[src/rx_gain_pkg.sv]
// constants and types shared by the receiver gain decision logic
package rx_gain_pkg;

  // ---------------------------------------------------------------
  // gain table index
  // ---------------------------------------------------------------
  localparam int         IDX_W      = 8;
  localparam logic [7:0] IDX_FLOOR  = 8'hBB;   // lowest usable table row
  localparam logic [7:0] IDX_CEIL   = 8'hFF;   // highest row, no attenuation
  localparam logic [7:0] IDX_RESET  = 8'hFF;   // start at full gain
  localparam logic [3:0] MAN_STEP   = 4'h1;    // one row per manual request

  // ---------------------------------------------------------------
  // digital gain word
  // ---------------------------------------------------------------
  localparam int          DGAIN_W        = 11;      // unsigned, lsb is 0.05 dB
  localparam logic [3:0]  DGAIN_PER_ROW  = 4'hA;    // 0.5 dB per row over 0.05 dB
  localparam logic [10:0] DGAIN_ZERO     = 11'h000;

  // ---------------------------------------------------------------
  // timing
  // ---------------------------------------------------------------
  localparam int CLK_PERIOD_NS = 20;
  localparam int SETTLE_NS     = 1000;   // quiet time after an autonomous step
  localparam int SETTLE_CYC    = (SETTLE_NS + CLK_PERIOD_NS - 1) / CLK_PERIOD_NS;

  // ---------------------------------------------------------------
  // detector and counter widths
  // ---------------------------------------------------------------
  localparam int PWR_W = 16;
  localparam int WIN_W = 16;
  localparam int CNT_W = 8;

  // ---------------------------------------------------------------
  // decision state
  // ---------------------------------------------------------------
  typedef enum logic [0:0] {
    ST_TRACK  = 1'b0,
    ST_SETTLE = 1'b1
  } gain_state_type;

endpackage

[src/rx_gain_control_logic.sv]
// receiver gain decision logic: autonomous and manual gain modes
`timescale 1ns/1ps
module rx_gain_control_logic #(
  parameter int SETTLE_CYC = rx_gain_pkg::SETTLE_CYC
) (
  // clock and reset
  input  wire logic                          ref_clk_in,
  input  wire logic                          reset_n_in,
  // mode and options
  input  wire logic                          mode_manual_in,
  input  wire logic                          detect_enable_in,
  input  wire logic                          fast_attack_in,
  input  wire logic                          fast_recovery_in,
  input  wire logic                          compensate_in,
  // peak detector results
  input  wire logic                          peak_strobe_in,
  input  wire logic [1:0]                    peak_high_in,
  input  wire logic                          peak_low_in,
  // power detector results
  input  wire logic                          power_strobe_in,
  input  wire logic [rx_gain_pkg::PWR_W-1:0] power_level_in,
  input  wire logic [rx_gain_pkg::PWR_W-1:0] power_high_thr_in,
  input  wire logic [rx_gain_pkg::PWR_W-1:0] power_low_thr_in,
  // configuration
  input  wire logic [rx_gain_pkg::WIN_W-1:0] window_len_in,
  input  wire logic [rx_gain_pkg::CNT_W-1:0] over_count_in,
  input  wire logic [rx_gain_pkg::CNT_W-1:0] under_count_in,
  input  wire logic [rx_gain_pkg::IDX_W-1:0] min_index_in,
  input  wire logic [rx_gain_pkg::IDX_W-1:0] max_index_in,
  input  wire logic [3:0]                    step_attack_in,
  input  wire logic [3:0]                    step_recover_in,
  input  wire logic [3:0]                    step_fast_in,
  // manual commands
  input  wire logic                          cmd_inc_in,
  input  wire logic                          cmd_dec_in,
  input  wire logic                          cmd_load_in,
  input  wire logic [rx_gain_pkg::IDX_W-1:0] cmd_index_in,
  // digital_io_pins requests
  input  wire logic                          io_inc_pin_in,
  input  wire logic                          io_dec_pin_in,
  // gain outputs
  output logic [rx_gain_pkg::IDX_W-1:0]      gain_index_out,
  output logic [rx_gain_pkg::DGAIN_W-1:0]    digital_gain_out,
  // status
  output logic                               overrange_out,
  output logic                               underrange_out,
  output logic                               settling_out,
  // digital_io_pins indications
  output logic                               io_over_pin_out,
  output logic                               io_under_pin_out
);

  // ---------------------------------------------------------------
  // parameter checks
  // ---------------------------------------------------------------
  localparam int SET_W = $clog2(SETTLE_CYC + 1);
  // refuse settle lengths the counter cannot serve
  if (SETTLE_CYC < 1 || SETTLE_CYC > 4096) begin : g_settle_check
    $error("SETTLE_CYC out of range");
  end

  // ---------------------------------------------------------------
  // declarations
  // ---------------------------------------------------------------
  rx_gain_pkg::gain_state_type        state_r,    state_nxt;
  logic [SET_W-1:0]                   settle_r,   settle_nxt;
  logic [rx_gain_pkg::WIN_W-1:0]      win_r,      win_nxt;
  logic [rx_gain_pkg::CNT_W-1:0]      ov_cnt_r,   ov_cnt_nxt;
  logic [rx_gain_pkg::CNT_W-1:0]      un_cnt_r,   un_cnt_nxt;
  logic [rx_gain_pkg::IDX_W-1:0]      idx_r,      idx_nxt;
  logic [rx_gain_pkg::DGAIN_W-1:0]    dgain_r,    dgain_nxt;
  logic                               over_r,     over_nxt;
  logic                               under_r,    under_nxt;
  logic                               pin_ov_r,   pin_ov_nxt;
  logic                               pin_un_r,   pin_un_nxt;
  logic [2:0]                         inc_sync_r;
  logic [2:0]                         dec_sync_r;
  logic                               inc_req;
  logic                               dec_req;
  logic                               track;
  logic                               win_end;
  logic                               overload;
  logic                               underload;
  logic                               peak_over;
  logic                               peak_under;
  logic                               pwr_over;
  logic                               pwr_under;
  logic                               fast_hit;
  logic                               over_evt;
  logic                               under_evt;
  logic [rx_gain_pkg::IDX_W-1:0]      lo;
  logic [rx_gain_pkg::IDX_W-1:0]      hi;
  logic [rx_gain_pkg::CNT_W:0]        ov_acc;
  logic [rx_gain_pkg::CNT_W:0]        un_acc;
  logic [rx_gain_pkg::IDX_W-1:0]      diff;
  logic [11:0]                        prod;

  // ---------------------------------------------------------------
  // helpers
  // ---------------------------------------------------------------
  // step down with floor clamp
  function automatic logic [7:0] step_dn(input logic [7:0] idx, input logic [3:0] st,
                                         input logic [7:0] fl);
    logic [8:0] lim;
    lim = {1'b0, fl} + {5'h00, st};
    if ({1'b0, idx} < lim) begin
      return fl;
    end
    return idx - {4'h0, st};
  endfunction

  // step up with ceiling clamp
  function automatic logic [7:0] step_up(input logic [7:0] idx, input logic [3:0] st,
                                         input logic [7:0] cl);
    logic [8:0] sum;
    sum = {1'b0, idx} + {5'h00, st};
    if (sum > {1'b0, cl}) begin
      return cl;
    end
    return sum[7:0];
  endfunction

  // ---------------------------------------------------------------
  // pin synchronisers
  // ---------------------------------------------------------------
  // stage 0 feeds stage 1 only; edges taken from stages 1 and 2
  always_ff @(posedge ref_clk_in or negedge reset_n_in) begin
    if (!reset_n_in) begin
      inc_sync_r <= 3'h0;
      dec_sync_r <= 3'h0;
    end else begin
      inc_sync_r <= {inc_sync_r[1:0], io_inc_pin_in};
      dec_sync_r <= {dec_sync_r[1:0], io_dec_pin_in};
    end
  end

  // ---------------------------------------------------------------
  // decision logic
  // ---------------------------------------------------------------
  // next values of gain, window counters and indications
  always_comb begin
    inc_req    = cmd_inc_in | (inc_sync_r[1] & ~inc_sync_r[2]);
    dec_req    = cmd_dec_in | (dec_sync_r[1] & ~dec_sync_r[2]);
    lo         = (min_index_in < rx_gain_pkg::IDX_FLOOR) ? rx_gain_pkg::IDX_FLOOR : min_index_in;
    hi         = (max_index_in < lo) ? lo : max_index_in;
    track      = (state_r == rx_gain_pkg::ST_TRACK);
    win_end    = ({1'b0, win_r} + 17'h0_0001) >= {1'b0, window_len_in};
    overload   = peak_strobe_in & (|peak_high_in);
    underload  = peak_strobe_in & ~peak_low_in;
    ov_acc     = {1'b0, ov_cnt_r} + {{rx_gain_pkg::CNT_W{1'b0}}, overload};
    un_acc     = {1'b0, un_cnt_r} + {{rx_gain_pkg::CNT_W{1'b0}}, underload};
    peak_over  = detect_enable_in & track & overload
               & (ov_acc >= {1'b0, over_count_in});
    peak_under = detect_enable_in & track & win_end
               & (un_acc >= {1'b0, under_count_in});
    pwr_over   = detect_enable_in & track & power_strobe_in
               & (power_level_in > power_high_thr_in);
    pwr_under  = detect_enable_in & track & power_strobe_in
               & ~(power_level_in > power_low_thr_in);
    fast_hit   = detect_enable_in & peak_strobe_in & peak_high_in[1]
               & (fast_attack_in | fast_recovery_in);
    over_evt   = peak_over | pwr_over | fast_hit;
    under_evt  = peak_under | pwr_under;
    state_nxt  = state_r;
    settle_nxt = settle_r;
    idx_nxt    = idx_r;
    win_nxt    = win_r;
    ov_cnt_nxt = ov_cnt_r;
    un_cnt_nxt = un_cnt_r;
    // window accumulation, saturating counts
    if (track) begin
      if (win_end || peak_over) begin
        win_nxt    = '0;
        ov_cnt_nxt = '0;
        un_cnt_nxt = '0;
      end else begin
        win_nxt    = win_r + 16'h0001;
        ov_cnt_nxt = ov_acc[rx_gain_pkg::CNT_W] ? ov_cnt_r : ov_acc[rx_gain_pkg::CNT_W-1:0];
        un_cnt_nxt = un_acc[rx_gain_pkg::CNT_W] ? un_cnt_r : un_acc[rx_gain_pkg::CNT_W-1:0];
      end
    end else if (settle_r == '0) begin
      state_nxt = rx_gain_pkg::ST_TRACK;
    end else begin
      settle_nxt = settle_r - 1'b1;
    end
    if (!mode_manual_in) begin
      // autonomous steps, attack has priority
      if (over_evt) begin
        idx_nxt = step_dn(idx_r, fast_hit ? step_fast_in : step_attack_in, lo);
      end else if (under_evt) begin
        idx_nxt = step_up(idx_r, (fast_recovery_in & pwr_under) ? step_fast_in
                                                                : step_recover_in, hi);
      end
      if (over_evt || under_evt) begin
        state_nxt  = rx_gain_pkg::ST_SETTLE;
        settle_nxt = SET_W'(SETTLE_CYC - 1);
        win_nxt    = '0;
        ov_cnt_nxt = '0;
        un_cnt_nxt = '0;
      end
    end else begin
      // manual steps only on request
      if (cmd_load_in) begin
        idx_nxt = (cmd_index_in < lo) ? lo : ((cmd_index_in > hi) ? hi : cmd_index_in);
      end else if (inc_req && !dec_req) begin
        idx_nxt = step_up(idx_r, rx_gain_pkg::MAN_STEP, hi);
      end else if (dec_req && !inc_req) begin
        idx_nxt = step_dn(idx_r, rx_gain_pkg::MAN_STEP, lo);
      end
    end
    // compensation: attenuation in rows times ten lsb
    diff      = rx_gain_pkg::IDX_CEIL - idx_nxt;
    prod      = {4'h0, diff} * {8'h00, rx_gain_pkg::DGAIN_PER_ROW};
    dgain_nxt = compensate_in ? prod[10:0] : rx_gain_pkg::DGAIN_ZERO;
    over_nxt   = over_evt;
    under_nxt  = under_evt & ~over_evt;
    pin_ov_nxt = mode_manual_in & detect_enable_in & over_evt;
    pin_un_nxt = mode_manual_in & detect_enable_in & under_evt & ~over_evt;
  end

  // registers of the decision logic
  always_ff @(posedge ref_clk_in or negedge reset_n_in) begin
    if (!reset_n_in) begin
      state_r  <= rx_gain_pkg::ST_TRACK;
      settle_r <= '0;
      win_r    <= '0;
      ov_cnt_r <= '0;
      un_cnt_r <= '0;
      idx_r    <= rx_gain_pkg::IDX_RESET;
      dgain_r  <= rx_gain_pkg::DGAIN_ZERO;
      over_r   <= 1'b0;
      under_r  <= 1'b0;
      pin_ov_r <= 1'b0;
      pin_un_r <= 1'b0;
    end else begin
      state_r  <= state_nxt;
      settle_r <= settle_nxt;
      win_r    <= win_nxt;
      ov_cnt_r <= ov_cnt_nxt;
      un_cnt_r <= un_cnt_nxt;
      idx_r    <= idx_nxt;
      dgain_r  <= dgain_nxt;
      over_r   <= over_nxt;
      under_r  <= under_nxt;
      pin_ov_r <= pin_ov_nxt;
      pin_un_r <= pin_un_nxt;
    end
  end

  // outputs straight from flops
  assign gain_index_out   = idx_r;
  assign digital_gain_out = dgain_r;
  assign overrange_out    = over_r;
  assign underrange_out   = under_r;
  assign settling_out     = (state_r == rx_gain_pkg::ST_SETTLE);
  assign io_over_pin_out  = pin_ov_r;
  assign io_under_pin_out = pin_un_r;
endmodule

[config.mk]
export PLATFORM = sky130hd
export DESIGN_NAME = rx_gain_control_logic
export DESIGN_NICKNAME = d
export VERILOG_FILES = /design/src/rx_gain_pkg.sv /design/src/rx_gain_control_logic.sv
export SDC_FILE = /design/constraint.sdc
export NUM_CORES = 1
export LEC_CHECK = 0
export BUFFER_PORTS_ARGS = -buffer_cell sky130_fd_sc_hd__buf_2
export CORE_MARGIN = 4
export CORE_UTILIZATION = 30
export CTS_CLUSTER_DIAMETER = 30
export CTS_CLUSTER_SIZE = 28
export DETAILED_ROUTE_END_ITERATION = 6
export MAX_ROUTING_LAYER = met4
export SLEW_MARGIN = 10
export SYNTH_ARGS = -nofsm -noshare
export SYNTH_HDL_FRONTEND = slang
export SYNTH_SLANG_ARGS = --single-unit
[constraint.sdc]
create_clock -name ref_clk_in -period 13.9 [get_ports ref_clk_in]
set_input_delay 2.78 -clock ref_clk_in [delete_from_list [all_inputs] [get_ports ref_clk_in]]
set_output_delay 2.78 -clock ref_clk_in [all_outputs]
set_load 0.05 [all_outputs]
==> impl_metrics.py <==
metrics = {
    "synthesis": {
        "ys.flop_type": "dfrtp_1",
        "ys_ff_latch": 67,
        "synthArstFlopShare_pct": 100,
        "ys_warn_count": 0,
        "ys_seq_area_share_pct": 19.4,
        "syn_area_per_cell_sq_um": 8.01,
        "syn_area_sq_um": 8690,
        "ys_types": 81,
        "synth_edf_count": 0,
        "synth_cells": 1086,
    },
    "setup_path": {
        "cp_max_fo": 10,
        "worst-path-stages": 34,
        "startpoint_type": "primary input",
        "crit_type": "in -> reg",
        "critPathBufInv": 3,
        "worstPathRequired_ns": 14.16,
        "worst_r2r_path_depth": 32,
        "cp.arrival_ns": 9.89,
        "end_kind": "flip-flop",
        "max_stage_delay_ns": 0.56,
        "crit_slowest_cell": "a2111oi_0",
        "cp_top_family": "compound AO/OA/AOI/OAI gates",
    },
    "finish": {
        "layout_common_cells": "buf_2 (155), ha_1 (150), inv_1 (110)",
        "nFillCells": 3009,
        "utilization_pct": 35.7,
        "finalInstanceArea_sq_um": 10200,
        "drive_gt1_share_pct": 18.1,
        "final_common_cell": "buf_2",
        "area_growth_syn_to_layout_pct": 17.5,
        "final_nets": 1519,
        "instances_no_fill": 1623,
    },
    "clocking": {
        "htreeDepth": 3,
        "cts_root_buffer": "clkbuf_16",
        "cts_made_buffers": 9,
        "clk_pin_slew_ns": 0.06,
        "cts.path.max_buffers": 2,
        "cts_resized": 0,
        "cts_hold_buf": 0,
        "clock_latency_ns": 0.33,
        "cts.sinks": 67,
        "cts_setup_buffers": 0,
        "cts_tree": "done",
    },
    "die": {
        "die_area_sq_um": 31800,
        "start_util_pct": 30.4,
        "ios": 157,
        "coreArea_sq_um": 28600,
        "die_x_um": 178,
        "placementRows": 62,
        "fp.dieH_um": 178,
    },
    "grt": {
        "grt_antenna_before_repair": 1,
        "gr-total-overflow": 0,
        "grt_first_pass_wirelength_um": 44300,
        "track_usage_pct": 17.9,
        "grt_max_degree": 68,
        "grt_pass1_vias": 8169,
    },
    "placed_design": {
        "hpwlAfterDp_um": 23100,
        "place_ws_ns": 3.96,
        "place_area_sq_um": 9890,
        "gp_congestion": 0.992,
        "io_buffers": 155,
        "placedCellCount": 1605,
    },
    "routing": {
        "first_iter_violations": 669,
        "routed_via_density": 5.36,
        "vias": 8694,
        "wl_um": 28600,
        "routedWlPerCell_um": 17.6,
        "first_pass_iters": 6,
        "drc": 0,
        "ant_nets": 0,
    },
    "flow_run": {
        "drv_cap": 0,
    },
    "pwr": {
        "total_power_mw": 1.35,
        "leakage_nw": 5.17,
        "ir_worst_vdd_uv": 67.4,
        "p_per_area_nw_per_um2": 132,
    },
    "timing": {
        "rsz0062_at_grt": "false",
        "timing.final.crit_share_pct": 69.3,
        "max_freq_ghz": 0.104,
        "slew_headroom_pct": 39.4,
        "finalSetupViolCount": 0,
        "drv_slew": 0,
        "fin_hold_ws_ns": 0.349,
        "finalHoldViolCount": 0,
        "fin_tns_setup_ns": 0,
        "clock_skew_ns": 0.00679,
        "fin_ws_ns": 4.27,
        "min_period_ns": 9.63,
        "tightest_slew_ns": 0.909,
    },
    "hold_path": {
        "whs_path_depth": 0,
        "min-delay-path-class": "reg -> reg",
    },
    "outcome": {
        "status": "completed",
    },
}
[final cells by class]
type | instances | area, sq um | area share [%]
tap | 384 | 480 | 4.70
sequential | 67 | 1690 | 16.5
antenna | 2 | 5.00 | 0.0490
multi-input combinational | 874 | 6440 | 63.0
clock buffer | 9 | 225 | 2.20
clock inverter | 7 | 92.6 | 0.906
inverter | 114 | 428 | 4.19
timing repair buffer | 166 | 858 | 8.40
[cells by family (layout without fill, tap and decap cells)]
kind of cell	after synthesis	count (layout)	share of synthesized area [%]
AND/OR/NAND/NOR	346	346	19.9
AO/OA/AOI/OAI	297	297	23.6
adder cells (fa/ha/maj)	154	154	22.5
buffers and inverters	147	296	6.71
flip-flops	67	67	19.4
XOR/XNOR	56	56	5.64
multiplexers	18	18	2.17
other	1	5	0.0431
[path summary, 6_finish.rpt]
kind	to	startpoint	slack [ns]
min in group asynchronous	win_r[11]$_DFF_PN0_	reset_n_in	2.64
setup / recovery	digital_gain_out[10]$_DFF_PN0_	power_level_in[7]	4.27
hold reg to reg	inc_sync_r[1]$_DFF_PN0_	inc_sync_r[0]$_DFF_PN0_	0.35
max in group asynchronous	ov_cnt_r[1]$_DFF_PN0_	reset_n_in	10.64
hold / removal	inc_sync_r[1]$_DFF_PN0_	inc_sync_r[0]$_DFF_PN0_	0.35
setup reg to reg	digital_gain_out[10]$_DFF_PN0_	settling_out$_DFF_PN0_	6.55
[synth_stat cells (4+ instances only)]
master / n / area [sq um]
a32oi_1: 6 / 52.6
or3_1: 6 / 37.5
o31ai_1: 10 / 75.1
a211o_1: 5 / 43.8
fa_1: 4 / 80.1
inv_1: 110 / 413
o221ai_1: 4 / 35.0
and2_1: 18 / 113
a31oi_1: 10 / 62.6
a221o_1: 5 / 50.1
clkbuf_1: 17 / 63.8
and3_1: 15 / 93.8
dfstp_2: 8 / 210
inv_2: 4 / 15.0
nor4_1: 10 / 62.6
a21o_1: 23 / 173
nand4_1: 20 / 125
dfrtp_1: 59 / 1480
xnor2_1: 35 / 307
or2_2: 5 / 31.3
nand3_1: 39 / 195
a21boi_0: 4 / 30.0
mux2_2: 7 / 78.8
nand3b_1: 6 / 45.0
a211oi_1: 14 / 105
xor2_1: 21 / 184
a2111oi_0: 8 / 70.1
o211ai_1: 16 / 120
o21a_1: 12 / 90.1
nor2_1: 69 / 259
nor3_1: 33 / 165
a221oi_1: 4 / 35.0
nand2_1: 86 / 323
mux2i_1: 11 / 110
a22oi_1: 16 / 120
a21oi_1: 77 / 385
nor2b_1: 18 / 113
buf_2: 10 / 50.1
o21ai_0: 45 / 225
nand2b_1: 8 / 50.1
ha_1: 150 / 1880
[registers in the layout, summed over array words and instances (netlist names)]
name	flops
underrange_out	1
dec_sync_r	3
settle_r	6
settling_out	1
io_under_pin_out	1
inc_sync_r	3
gain_index_out	8
un_cnt_r	8
io_over_pin_out	1
digital_gain_out	10
win_r	16
ov_cnt_r	8
overrange_out	1
[worst reg2reg max path, delay by kind of cell, from the launching register on]
kind                       cells  cell delay (ns)
DFF                            1             0.37
xor gates and xnor gates       1             0.24
adders and majority gates      4             1.32
AOI/OAI and AO/OA             13             3.34
muxes                          2             0.44
buffers and inverters          2             0.11
and+or+nand+nor               10             1.47
[metal layers]
metal | wire, um | up-vias | part of all wire (%) | GRT usage [%]
met3 | 2180 | 35 | 7.6 | 2.97
met5 | 0 | - | 0 | -
met1 | 13000 | 4075 | 46 | 24.3
li1 | - | 4276 | - | -
met4 | 401 | 0 | 1.4 | 2.81
met2 | 12900 | 308 | 45 | 28.9
[power by group]
group / switching, mW / total, mW / leakage [nW] / internal (mW)
clock: 0.0874 / 0.244 / 0.147 / 0.156
combinational: 0.481 / 0.791 / 4.16 / 0.310
sequential: 0.0699 / 0.313 / 0.861 / 0.243
Power figures use the tool's default switching activity.
